`src/verilog/dais_pkg.sv`:
```
// Constants shared by the discrete alarm input scanner.
package dais_pkg;

    // ==========================================================
    // Timing
    localparam int unsigned CLK_PERIOD_NS = 4;
    localparam int unsigned SECOND_NS     = 1_000_000_000;
    localparam int unsigned TICK_CYCLES   = SECOND_NS / CLK_PERIOD_NS;
    localparam int unsigned MAX_DELAY_H   = 18;
    localparam int unsigned MAX_DELAY_S   = MAX_DELAY_H * 3600;

    // ==========================================================
    // Sizes
    localparam int unsigned POINTS_MAX    = 32;
    localparam int unsigned DETAIL_COUNT  = 15;
    localparam int unsigned DELAY_W       = 16;
    localparam int unsigned ADR_W         = 8;

    // ==========================================================
    // Register word indices (byte address is four times the index)
    localparam logic [5:0] IDX_CTRL     = 6'h00;
    localparam logic [5:0] IDX_POLARITY = 6'h01;
    localparam logic [5:0] IDX_KIND     = 6'h02;
    localparam logic [5:0] IDX_IMAGE    = 6'h03;
    localparam logic [5:0] IDX_SUMMARY  = 6'h04;
    localparam logic [5:0] IDX_QUAL     = 6'h05;
    localparam logic [5:0] IDX_IRQ_STAT = 6'h06;
    localparam logic [5:0] IDX_IRQ_MASK = 6'h07;
    localparam logic [5:0] IDX_DELAY0   = 6'h20;

    // ==========================================================
    // Control register fields
    localparam int unsigned CTRL_DEST_LSB = 0;
    localparam int unsigned CTRL_DEST_W   = 4;
    localparam int unsigned CTRL_SPT_LSB  = 4;
    localparam int unsigned CTRL_SPT_W    = 5;
    localparam int unsigned CTRL_NONE_BIT = 9;
    localparam int unsigned CTRL_TRIP_BIT = 10;
    localparam int unsigned CTRL_W        = 11;
    localparam logic [3:0]  DEST_SUMMARY  = 4'h0;

    // ==========================================================
    // Reset values
    localparam logic [10:0] CTRL_RESET     = 11'h200;
    localparam logic [31:0] POLARITY_RESET = 32'h0000_0000;
    localparam logic [31:0] KIND_RESET     = 32'h0000_0000;
    localparam logic [31:0] MASK_RESET     = 32'h0000_0000;
    localparam logic [15:0] DELAY_RESET    = 16'h0000;

endpackage

```
`src/verilog/dais_point_qual.sv`:
```
// One input point: synchroniser, polarity and delay qualification.
`timescale 1ns/1ps
module dais_point_qual
(
    input  wire logic                         clk_i,
    input  wire logic                         rst_i,
    input  wire logic                         contact_i,
    input  wire logic                         invert_i,
    input  wire logic                         tick_i,
    input  wire logic [dais_pkg::DELAY_W-1:0] delay_i,
    output logic                              qual_o
);
    import dais_pkg::*;

    logic                 sync1;
    logic                 sync2;
    logic [DELAY_W:0]     secs;
    logic [DELAY_W:0]     next_secs;
    logic                 next_qual;
    logic                 asserted;

    // ==========================================================
    // Qualification
    always_comb
    begin
        asserted  = sync2 ^ invert_i;
        next_secs = secs;
        next_qual = 1'b0;
        if (!asserted)
        begin
            next_secs = '0;
        end
        else if (tick_i && secs <= {1'b0, delay_i})
        begin
            next_secs = secs + 1'b1;
        end
        // Qualified once more than the delay in whole seconds has passed.
        if (asserted && (delay_i == '0 || secs > {1'b0, delay_i}))
        begin
            next_qual = 1'b1;
        end
    end

    always_ff @(posedge clk_i)
    begin
        if (rst_i)
        begin
            sync1  <= 1'b0;
            sync2  <= 1'b0;
            secs   <= '0;
            qual_o <= 1'b0;
        end
        else
        begin
            sync1  <= contact_i;
            sync2  <= sync1;
            secs   <= next_secs;
            qual_o <= next_qual;
        end
    end

endmodule

```
`src/verilog/dais_scanner.sv`:
```
// Discrete alarm input scanner with Wishbone register access.
`timescale 1ns/1ps
module dais_scanner
#(
    parameter int NUM_POINTS  = 32,
    parameter int TICK_CYCLES = int'(dais_pkg::TICK_CYCLES)
)
(
    input  wire logic                       clk_i,
    input  wire logic                       rst_i,
    input  wire logic                       wb_cyc_i,
    input  wire logic                       wb_stb_i,
    input  wire logic                       wb_we_i,
    input  wire logic [dais_pkg::ADR_W-1:0] wb_adr_i,
    input  wire logic [3:0]                 wb_sel_i,
    input  wire logic [31:0]                wb_dat_i,
    output logic [31:0]                     wb_dat_o,
    output logic                            wb_ack_o,
    input  wire logic [NUM_POINTS-1:0]      contact_i,
    output logic                            relay_o,
    output logic                            irq_o
);
    import dais_pkg::*;

    // ==========================================================
    // Elaboration checks
    generate
        if (NUM_POINTS < 1 || NUM_POINTS > int'(POINTS_MAX))
        begin : g_bad_points
            $error("NUM_POINTS must lie between 1 and 32");
        end
        if (TICK_CYCLES < 2)
        begin : g_bad_tick
            $error("TICK_CYCLES must be at least 2");
        end
    endgenerate

    // ==========================================================
    // Helpers
    function automatic logic [31:0] merge_bytes(input logic [31:0] old_v,
                                                input logic [31:0] new_v,
                                                input logic [3:0]  sel);
        logic [31:0] res;
        res = old_v;
        for (int b = 0; b < 4; b++)
        begin
            if (sel[b])
            begin
                res[8*b +: 8] = new_v[8*b +: 8];
            end
        end
        return res;
    endfunction

    function automatic logic is_delay(input logic [5:0] i);
        return i >= IDX_DELAY0;
    endfunction

    function automatic logic [31:0] one_hot(input logic [4:0] pos);
        logic [31:0] res;
        res      = 32'h0000_0000;
        res[pos] = 1'b1;
        return res;
    endfunction

    // ==========================================================
    // Register state
    logic [CTRL_W-1:0]  ctrl;
    logic [CTRL_W-1:0]  next_ctrl;
    logic [31:0]        polarity;
    logic [31:0]        next_polarity;
    logic [31:0]        kind;
    logic [31:0]        next_kind;
    logic [31:0]        irq_mask;
    logic [31:0]        next_irq_mask;
    logic [DELAY_W-1:0] delay_q      [0:POINTS_MAX-1];
    logic [DELAY_W-1:0] next_delay_q [0:POINTS_MAX-1];
    logic [31:0]        next_dat;
    logic               next_ack;

    // ==========================================================
    // Point state
    logic [31:0]        qual;
    logic [31:0]        latch;
    logic [31:0]        next_latch;
    logic [31:0]        irq_stat;
    logic [31:0]        next_irq_stat;
    logic               next_relay;
    logic               next_irq;
    logic [31:0]        image;
    logic [31:0]        summary_img;
    logic [31:0]        alarm_qual;
    logic               alarm_any;

    // ==========================================================
    // Bus decode
    logic               take;
    logic               poll;
    logic               wr_stat;
    logic [5:0]         idx;
    logic [3:0]         dest;
    logic [4:0]         spt;

    assign idx     = wb_adr_i[ADR_W-1:2];
    assign take    = wb_cyc_i && wb_stb_i && !wb_ack_o;
    assign poll    = take && !wb_we_i && idx == IDX_IMAGE;
    assign wr_stat = take && wb_we_i && idx == IDX_IRQ_STAT;
    assign dest    = ctrl[CTRL_DEST_LSB +: CTRL_DEST_W];
    assign spt     = ctrl[CTRL_SPT_LSB +: CTRL_SPT_W];

    // ==========================================================
    // One-second tick
    // Thirty-two bits hold a full second of clocks at any sensible rate.
    logic [31:0]        tick_cnt;
    logic [31:0]        next_tick_cnt;
    logic               tick;
    logic               next_tick;

    always_comb
    begin
        next_tick     = 1'b0;
        next_tick_cnt = tick_cnt + 32'h0000_0001;
        if (tick_cnt == 32'(TICK_CYCLES - 1))
        begin
            next_tick_cnt = 32'h0000_0000;
            next_tick     = 1'b1;
        end
    end

    always_ff @(posedge clk_i)
    begin
        if (rst_i)
        begin
            tick_cnt <= 32'h0000_0000;
            tick     <= 1'b0;
        end
        else
        begin
            tick_cnt <= next_tick_cnt;
            tick     <= next_tick;
        end
    end

    // ==========================================================
    // Per-point qualifiers
    genvar gi;
    generate
        for (gi = 0; gi < int'(POINTS_MAX); gi++)
        begin : g_point
            if (gi < NUM_POINTS)
            begin : g_used
                dais_point_qual u_qual
                (
                    .clk_i     (clk_i),
                    .rst_i     (rst_i),
                    .contact_i (contact_i[gi]),
                    .invert_i  (polarity[gi]),
                    .tick_i    (tick),
                    .delay_i   (delay_q[gi]),
                    .qual_o    (qual[gi])
                );
            end
            else
            begin : g_unused
                assign qual[gi] = 1'b0;
            end
        end
    endgenerate

    // ==========================================================
    // Images
    always_comb
    begin
        alarm_qual  = qual & ~kind;
        image       = (latch & ~kind) | (qual & kind);
        alarm_any   = |(latch & ~kind);
        summary_img = 32'h0000_0000;
        if (dest == DEST_SUMMARY)
        begin
            summary_img = image;
        end
        else if (!ctrl[CTRL_NONE_BIT] && alarm_any)
        begin
            summary_img = one_hot(spt);
        end
    end

    // ==========================================================
    // Latches, interrupt and relay
    always_comb
    begin
        // An image read clears only the bits whose input has already dropped,
        // because the qualified level re-sets them in the same step.
        next_latch = alarm_qual;
        if (!poll)
        begin
            next_latch = next_latch | (latch & ~kind);
        end
        // A new event wins over a simultaneous write-one-to-clear.
        next_irq_stat = irq_stat;
        if (wr_stat)
        begin
            next_irq_stat = irq_stat & ~merge_bytes(32'h0000_0000, wb_dat_i, wb_sel_i);
        end
        next_irq_stat = next_irq_stat | (alarm_qual & ~latch);
        next_irq      = |(irq_stat & irq_mask);
        next_relay    = ctrl[CTRL_TRIP_BIT] && alarm_any;
    end

    always_ff @(posedge clk_i)
    begin
        if (rst_i)
        begin
            latch    <= 32'h0000_0000;
            irq_stat <= 32'h0000_0000;
            irq_o    <= 1'b0;
            relay_o  <= 1'b0;
        end
        else
        begin
            latch    <= next_latch;
            irq_stat <= next_irq_stat;
            irq_o    <= next_irq;
            relay_o  <= next_relay;
        end
    end

    // ==========================================================
    // Wishbone register file
    always_comb
    begin
        logic [31:0] wv;
        logic [4:0]  di;
        wv            = 32'h0000_0000;
        di            = idx[4:0];
        next_ctrl     = ctrl;
        next_polarity = polarity;
        next_kind     = kind;
        next_irq_mask = irq_mask;
        for (int i = 0; i < int'(POINTS_MAX); i++)
        begin
            next_delay_q[i] = delay_q[i];
        end
        next_ack = take;
        next_dat = 32'h0000_0000;
        if (take && wb_we_i)
        begin
            case (idx)
                IDX_CTRL:
                begin
                    wv        = merge_bytes({21'h000000, ctrl}, wb_dat_i, wb_sel_i);
                    next_ctrl = wv[CTRL_W-1:0];
                end
                IDX_POLARITY: next_polarity = merge_bytes(polarity, wb_dat_i, wb_sel_i);
                IDX_KIND:     next_kind     = merge_bytes(kind, wb_dat_i, wb_sel_i);
                IDX_IRQ_MASK: next_irq_mask = merge_bytes(irq_mask, wb_dat_i, wb_sel_i);
                default:
                begin
                    if (is_delay(idx))
                    begin
                        wv = merge_bytes({16'h0000, delay_q[di]}, wb_dat_i, wb_sel_i);
                        // Values beyond eighteen hours are held at the limit.
                        if (wv > 32'(MAX_DELAY_S))
                        begin
                            wv = 32'(MAX_DELAY_S);
                        end
                        next_delay_q[di] = wv[DELAY_W-1:0];
                    end
                end
            endcase
        end
        else if (take)
        begin
            case (idx)
                IDX_CTRL:     next_dat = {21'h000000, ctrl};
                IDX_POLARITY: next_dat = polarity;
                IDX_KIND:     next_dat = kind;
                IDX_IMAGE:    next_dat = image;
                IDX_SUMMARY:  next_dat = summary_img;
                IDX_QUAL:     next_dat = qual;
                IDX_IRQ_STAT: next_dat = irq_stat;
                IDX_IRQ_MASK: next_dat = irq_mask;
                default:
                begin
                    if (is_delay(idx))
                    begin
                        next_dat = {16'h0000, delay_q[di]};
                    end
                end
            endcase
        end
    end

    always_ff @(posedge clk_i)
    begin
        if (rst_i)
        begin
            ctrl     <= CTRL_RESET;
            polarity <= POLARITY_RESET;
            kind     <= KIND_RESET;
            irq_mask <= MASK_RESET;
            for (int i = 0; i < int'(POINTS_MAX); i++)
            begin
                delay_q[i] <= DELAY_RESET;
            end
            wb_ack_o <= 1'b0;
            wb_dat_o <= 32'h0000_0000;
        end
        else
        begin
            ctrl     <= next_ctrl;
            polarity <= next_polarity;
            kind     <= next_kind;
            irq_mask <= next_irq_mask;
            for (int i = 0; i < int'(POINTS_MAX); i++)
            begin
                delay_q[i] <= next_delay_q[i];
            end
            wb_ack_o <= next_ack;
            wb_dat_o <= next_dat;
        end
    end

endmodule

```
`config.mk`:
```
export PLATFORM = sky130hd
export DESIGN_NAME = dais_scanner
export DESIGN_NICKNAME = d
export VERILOG_FILES = /design/src/verilog/dais_pkg.sv /design/src/verilog/dais_point_qual.sv /design/src/verilog/dais_scanner.sv
export SDC_FILE = /design/constraint.sdc
export NUM_CORES = 2
export LEC_CHECK = 0
export ABC_AREA = 1
export BUFFER_PORTS_ARGS = -buffer_cell sky130_fd_sc_hd__buf_2
export CAP_MARGIN = 25
export CORE_MARGIN = 2
export CORE_UTILIZATION = 40
export DETAILED_ROUTE_END_ITERATION = 12
export GPL_TIMING_DRIVEN = 0
export PLACE_DENSITY = 0.65
export SLEW_MARGIN = 20
export SYNTH_ARGS = -nofsm -noshare
export SYNTH_HDL_FRONTEND = slang
export SYNTH_SLANG_ARGS = --single-unit
export TNS_END_PERCENT = 10
```
`constraint.sdc`:
```
create_clock -name clk_i -period 2.5 [get_ports clk_i]
set_clock_uncertainty 0.2 [all_clocks]
set_input_delay 0.25 -clock clk_i [delete_from_list [all_inputs] [get_ports clk_i]]
set_output_delay 0.25 -clock clk_i [all_outputs]
set_load 0.02 [all_outputs]
```
Word level (Yosys, flattened, before mapping):

Memories as Yosys holds them, arrays and structs flattened.
Index checks and enable logic that the tools add are counted.
W data, S select, Z words.

* output and inout bits: 35
* RAM bits: 512
* memories kept: 1
* latch bits: 0
* ROM bits: 0
* flip-flop bits (word level): 879
* word-level logic and storage cells: 674

Memories
* delay_q: words 32, width 16, rd ports 33, clocked after memory_dff 0, write ports 32, line dais_scanner.sv:76 `logic [DELAY_W-1:0] delay_q [0:POINTS_MAX-1];`

* $add $sub $neg: 33
* shifts and indexed selects: 0
* equality and inequality tests: 8
* $mul: 0
* reduce and logical (&&, ||, !) cells: 194
* bitwise operators: 110
* divide/modulo/power cells: 0
* mux-type cells: 108
* order comparisons: 70

Operator list (count)
* $mux W512: 3
* $mux W16: 38
* $add A17 B1 Y17 const B: 32
* $gt A17 B16 Y1: 32
* $le A17 B16 Y1: 32
* $bwmux W512: 1
* $logic_not A16 Y1: 32
* $pmux W32 S8: 1
* $and A32 B32 Y32: 6
* $mux W8: 22
* $mux W32: 4
* $not A32 Y32: 3
* $or A32 B32 Y32: 3
* $demux W16 S5: 1
* $logic_and A1 B1 Y1: 74
* $reduce_or A2 Y1: 33
* $reduce_or A32 Y1: 2
* $reduce_and A3 Y1: 14
* $mux W1: 37
* $not A1 Y1: 33
* $add A32 B1 Y32 const B: 1
* $eq A32 B28 Y1 const B: 1
* $gt A32 B16 Y1 const B: 1
* $logic_or A1 B1 Y1: 32
* other kinds (16): 85

Longest topological paths before layout:

An unclocked memory read counts as a cell.

* depth in word-level cells: 15
* depth in mapped cells: 25
* depth with buffers taken out: 20

Cells and area by module:

From an unflattened synthesis, not the netlist that was laid out.

* cells, all modules: 13048
* area, all modules: 85273.0 um^2

Modules (own cells, without submodules)
* dais_point_qual: sequential area each 400.4 um^2, cells an instance 240, instances 32, area an instance 1564.0 um^2
* dais_scanner: sequential area each 15034.4 um^2, cells an instance 5368, instances 1, area an instance 35225.0 um^2

Least setup slack after synthesis:

No wires, ideal clock.

* path type: input to register
* start: input wb_adr_i[3] (netlist name)
* end: memory delay_q[10][8]
* stages: 24
* buffers on the path: 6
* arrival: 2391 ps
* slack: -200 ps
* cells stage by stage: buf_4 inv_2 nand2_1 buf_2 buf_2 nor2_1 nor2_1 nand3_1 nand3_1 nand2_1 nand3_1 nand2_1 nand2_1 nor2_1 inv_1 nor2_1 nand2_1 nand2_1 buf_4 buf_4 buf_4 nand3_1 nand2_1 inv_1

RTL lines
* from (decl): line dais_scanner.sv:14 `input wire logic [dais_pkg::ADR_W-1:0] wb_adr_i,`
* to (decl): line dais_scanner.sv:76

Worst setup path in the final report:

* start: register wb_ack_o
* end: register wb_dat_o[30]

* longest elaborated chain between the ends: 4

Ends and longest elaborated chain
* from (decl): line dais_scanner.sv:18 `output logic wb_ack_o,`
* from (signal assigned): line dais_scanner.sv:319 `wb_ack_o <= next_ack;`
* $logic_not A1 Y1 *: line dais_scanner.sv:105 `assign take = wb_cyc_i && wb_stb_i && !wb_ack_o;`
* $logic_and A1 B1 Y1 *: line dais_scanner.sv:105
* $logic_and A1 B1 Y1 or $not A1 Y1 (tied branches)
* $reduce_or A3 Y1 (no source line) *
* to (signal assigned): line dais_scanner.sv:320 `wb_dat_o <= next_dat;`
* to (decl): line dais_scanner.sv:17 `output logic [31:0] wb_dat_o,`

Every way passes the cells marked *; elsewhere a longest branch is shown, timed or not.
A chain may end at the register's enable or synchronous reset.

==> reports/metrics.cfg <==
[sta]
fin_worst_hold_slack_ps = 55.5
timing_worst_slew_pin_value_ps = 1120
finalMaxSlewViolations = 0
finalWorstPathRequiredPeriod_ps = 3160
finalCritPeriodShare = 1.26
final.setup.worst_slack_ps = -659
rsz0062_at_grt = true
final-hold-violation-count = 0
clock.fmax_mhz = 317
slew_headroom = 0.253
report.final.setup_viol = 1175

[cts]
clk-insertion-delay-late_ps = 860
cts_made_buffers = 157
clk_pin_slew_worst_paths_ps = 60
ctsRootBufferMaster = sky130_fd_sc_hd__clkbuf_16
clkSinkCount = 1391
clock_tree_from_tritoncts = yes
cts_buffer_depth = 3
htree_num_levels = 4

[setup_path]
crit_required_ps = 3050
endpoint_kind = flip-flop
timing_worst_setup_path_type = flip-flop to flip-flop
cp-start-kind = flip-flop
critical_path_arrival_ps = 3710
critical_path_peak_fanout = 10

[place]
placedInstanceArea_sq_um = 83600
dp.final_hpwl_mm = 251
io_port_bufs = 104
place_inst = 14472
routabilityCongestion = 1.08

[synth]
synth-xor-area-share = 0.0154
async_reset_ff_frac = 0
avg_inst_size_synth_sq_um = 6.77
ys_ff_latch = 1391
ys_types = 52
synthesis.instances = 11712
synth_compound_area_frac = 0.170
combinational_family_with_the_most_area_after_synthesis = simple AND/OR/NAND/NOR gates
number_of_enable_flip_flop_cells_after_synthesis = 0
ys.warnings.count = 0
post_synthesis_share_of_cell_area_spent_on_and_or_nand_and_nor_gates = 0.268
share_of_synthesized_cell_area_in_full_adder_half_adder_and_majority_cells = 0.0860
synthFlopType = sky130_fd_sc_hd__dfxtp_1
synth.mux.area_fraction = 0
synth_cell_area_sq_um = 79300
synth-seq-area-share = 0.351
post_synth_net_total = 12338

[floorplanning]
chipHeight_um = 449
num_io_pins = 116
die_width_um = 449
die_outline_area_sq_um = 202000
start_util = 0.402
core.rowCount = 163
core_area_sq_um = 197000

[drt]
firstDrtPassIters = 12
number_of_routed_nets_with_antenna_violations = 0
drt-total-wl_mm = 340
routed-via-count = 84846
wl_per_cell_um = 22.6
drc_errors = 1
detail_route.vias_per_cell = 5.65
detail_route.iter0.violations = 11570

[final_layout]
postLayoutCoreUtil = 0.484
fillerInstances = 19803
final_layout_size_suffix_gt1_frac = 0.121
final_nets = 12867
final_cell_area_sq_um = 95400
synthToLayoutAreaGrowth_pct = 20.3
stdcell_count = 15026

[grt]
grt_pass1_vias = 75963
number_of_antenna_violations_at_the_first_check_in_global_routing = 36
maximum_number_of_pins_on_one_net_before_global_route_repair = 17
grt_pass1_wl_mm = 490
grt_usage = 0.321
total_gr_overflow = 0

[power_and_ir_drop]
power_per_cell_area_nw_per_um2 = 530
netSwitchingPower_w = 0.0130
power.leakage_nw = 38.2
relative_contribution_of_the_clock_network_to_total_power = 0.494
netSwitchingFraction = 0.257
tot_pwr_w = 0.0506
worst_ir_drop_vdd_uv = 746
sequential_group_share_of_total_power = 0.443
p_int_w = 0.0376
power.combinational.fraction = 0.063

[run_status]
failed_checks = design-rule violations, negative setup slack
run_status = finished with violations

[run]
drv_cap = 0

[hold_path]
hp_class = primary input to flip-flop

## registers in the layout, indices dropped and copies added, names as in the netlist, 32 cells and up
| name | count |
|---|---|
| irq_mask | 32 |
| tick_cnt | 32 |
| delay_q | 512 |
| polarity | 32 |
| g_point.g_used.u_qual.qual_o | 32 |
| latch | 32 |
| wb_dat_o | 32 |
| kind | 32 |
| g_point.g_used.u_qual.sync2 | 32 |
| g_point.g_used.u_qual.sync1 | 32 |
| g_point.g_used.u_qual.secs | 544 |
| irq_stat | 32 |
## power groups by stage
stage	combinational, W	sequential [W]	clock (W)
2_1_floorplan	0.00110	0.0228	0
3_3_place_gp	0.00241	0.0229	0
3_5_place_dp	0.00244	0.0229	0
4_1_cts	0.00287	0.0224	0.0250
5_1_grt	0.00318	0.0224	0.0260
6_report	0.00321	0.0224	0.0250
## logic make-up (layout without fill, tap and decap cells)
family / count (synthesis) / in the layout
AOI/OAI and AO/OA: 2540 / 2540
xor gates and xnor gates: 139 / 139
adders and majority gates: 545 / 545
buffers and inverters: 2278 / 2933
DFF: 1391 / 1391
other: 0 / 19
and+or+nand+nor: 4819 / 4819
## timing repair
action / CTS / global route
buffers inserted: 82 / 25
hold buffers: 115 / 0
gates resized for setup: 828 / 349
cloned: 23 / 12
hold endpoints to repair: 180 / 0
pin swaps: 107 / 108
endpoints found under the setup margin: 1291 / 1254
## Yosys cell counts (4+ instances only)
cell type | count | area share
sky130_fd_sc_hd__nand2_1 | 2045 | 0.097
sky130_fd_sc_hd__inv_1 | 1821 | 0.086
sky130_fd_sc_hd__dfxtp_1 | 1391 | 0.35
sky130_fd_sc_hd__a21oi_1 | 1364 | 0.086
sky130_fd_sc_hd__nor2_1 | 1078 | 0.051
sky130_fd_sc_hd__o21ai_0 | 857 | 0.054
sky130_fd_sc_hd__nand3_1 | 705 | 0.044
sky130_fd_sc_hd__ha_1 | 545 | 0.086
sky130_fd_sc_hd__nor3_1 | 300 | 0.019
sky130_fd_sc_hd__clkbuf_1 | 293 | 0.014
sky130_fd_sc_hd__nand4_1 | 233 | 0.018
sky130_fd_sc_hd__nor4_1 | 227 | 0.018
sky130_fd_sc_hd__xor2_1 | 94 | 0.010
sky130_fd_sc_hd__buf_2 | 83 | 0.0052
sky130_fd_sc_hd__or2_2 | 81 | 0.0064
sky130_fd_sc_hd__nor3b_1 | 75 | 0.0071
sky130_fd_sc_hd__buf_1 | 49 | 0.0023
sky130_fd_sc_hd__o31ai_1 | 48 | 0.0045
sky130_fd_sc_hd__xnor2_1 | 45 | 0.0050
sky130_fd_sc_hd__and3_1 | 44 | 0.0035
sky130_fd_sc_hd__a31oi_1 | 38 | 0.0030
sky130_fd_sc_hd__o21a_1 | 31 | 0.0029
sky130_fd_sc_hd__o22ai_1 | 29 | 0.0023
sky130_fd_sc_hd__a221oi_1 | 22 | 0.0024
sky130_fd_sc_hd__o21bai_1 | 20 | 0.0019
sky130_fd_sc_hd__a21o_1 | 19 | 0.0018
sky130_fd_sc_hd__o21ai_1 | 19 | 0.0012
sky130_fd_sc_hd__o211ai_1 | 17 | 0.0016
sky130_fd_sc_hd__a211oi_1 | 15 | 0.0014
sky130_fd_sc_hd__buf_4 | 15 | 0.0014
sky130_fd_sc_hd__o2111ai_1 | 14 | 0.0015
sky130_fd_sc_hd__clkinv_1 | 11 | 0.00052
sky130_fd_sc_hd__a2111oi_0 | 9 | 0.00099
sky130_fd_sc_hd__or3b_2 | 9 | 0.00099
sky130_fd_sc_hd__nand3b_1 | 8 | 0.00076
sky130_fd_sc_hd__o211a_1 | 8 | 0.0010
sky130_fd_sc_hd__a31o_2 | 7 | 0.00077
sky130_fd_sc_hd__inv_2 | 6 | 0.00028
sky130_fd_sc_hd__a22oi_1 | 5 | 0.00047
sky130_fd_sc_hd__a22o_1 | 4 | 0.00044
sky130_fd_sc_hd__o21ba_2 | 4 | 0.00050
sky130_fd_sc_hd__o311ai_0 | 4 | 0.00044
sky130_fd_sc_hd__or4_1 | 4 | 0.00038
## worst max-delay path: stages, from the launching register on
cell	delay, ps
sky130_fd_sc_hd__dfxtp_1	430
sky130_fd_sc_hd__nor2_1	210
sky130_fd_sc_hd__inv_1	100
sky130_fd_sc_hd__nor2_1	120
sky130_fd_sc_hd__nand2_1	370
sky130_fd_sc_hd__nor4_2	520
sky130_fd_sc_hd__inv_1	370
sky130_fd_sc_hd__clkbuf_1	400
sky130_fd_sc_hd__a21oi_1	320
## final timing paths
path | slack (ps) | start | cells past startpoint | to
setup / recovery | -660 | wb_ack_o | 8 | wb_dat_o[30]
hold / removal | 60 | wb_dat_i[22] | 4 | irq_mask[22]
setup reg to reg | -660 | wb_ack_o | 8 | wb_dat_o[30]
hold reg to reg | 190 | g_point[19].g_used.u_qual.sync1 | 2 | g_point[19].g_used.u_qual.sync2
## metrics by stage
stage | setup TNS, ps | worst slack [ps]
floorplan | -5120 | -171
global placement | -2579870 | -3080
detailed placement | -1950980 | -2810
CTS | -250220 | -430
global route | -500360 | -678
finish | -394430 | -659
## final cells by class
type	instances	area (sq um)	share of cell area
multi-input cells	8043	45100	0.472
flip-flops and latches	1391	27900	0.293
inverters	1838	6950	0.0729
clock buffers	216	4520	0.0473
repair buffers	373	3790	0.0398
well taps	2640	3300	0.0346
plain buffers	437	2880	0.0302
clock inverters	69	927	0.00972
diodes	19	47.5	0.000498
## routing by layer
layer	global-route usage	vias up	share of wire
met4	0.219	24	0.081
met2	0.466	4933	0.41
li1	-	40009	-
met1	0.410	38626	0.39
met5	0	-	0.00064
met3	0.0926	1254	0.12
## cell usage in the layout, fill, tap and decap left out, drive strengths merged, types with 115 or more instances in the layout
cell type,n
nor3,300
a21oi,1364
nand3,705
nor2,1080
buf,388
ha,545
nand2,2045
dfxtp,1391
clkbuf,519
o21ai,876
dlygate4sd3,115
inv,1828
nand4,233
nor4,227
No activity file was read; power rests on OpenSTA's default activity.
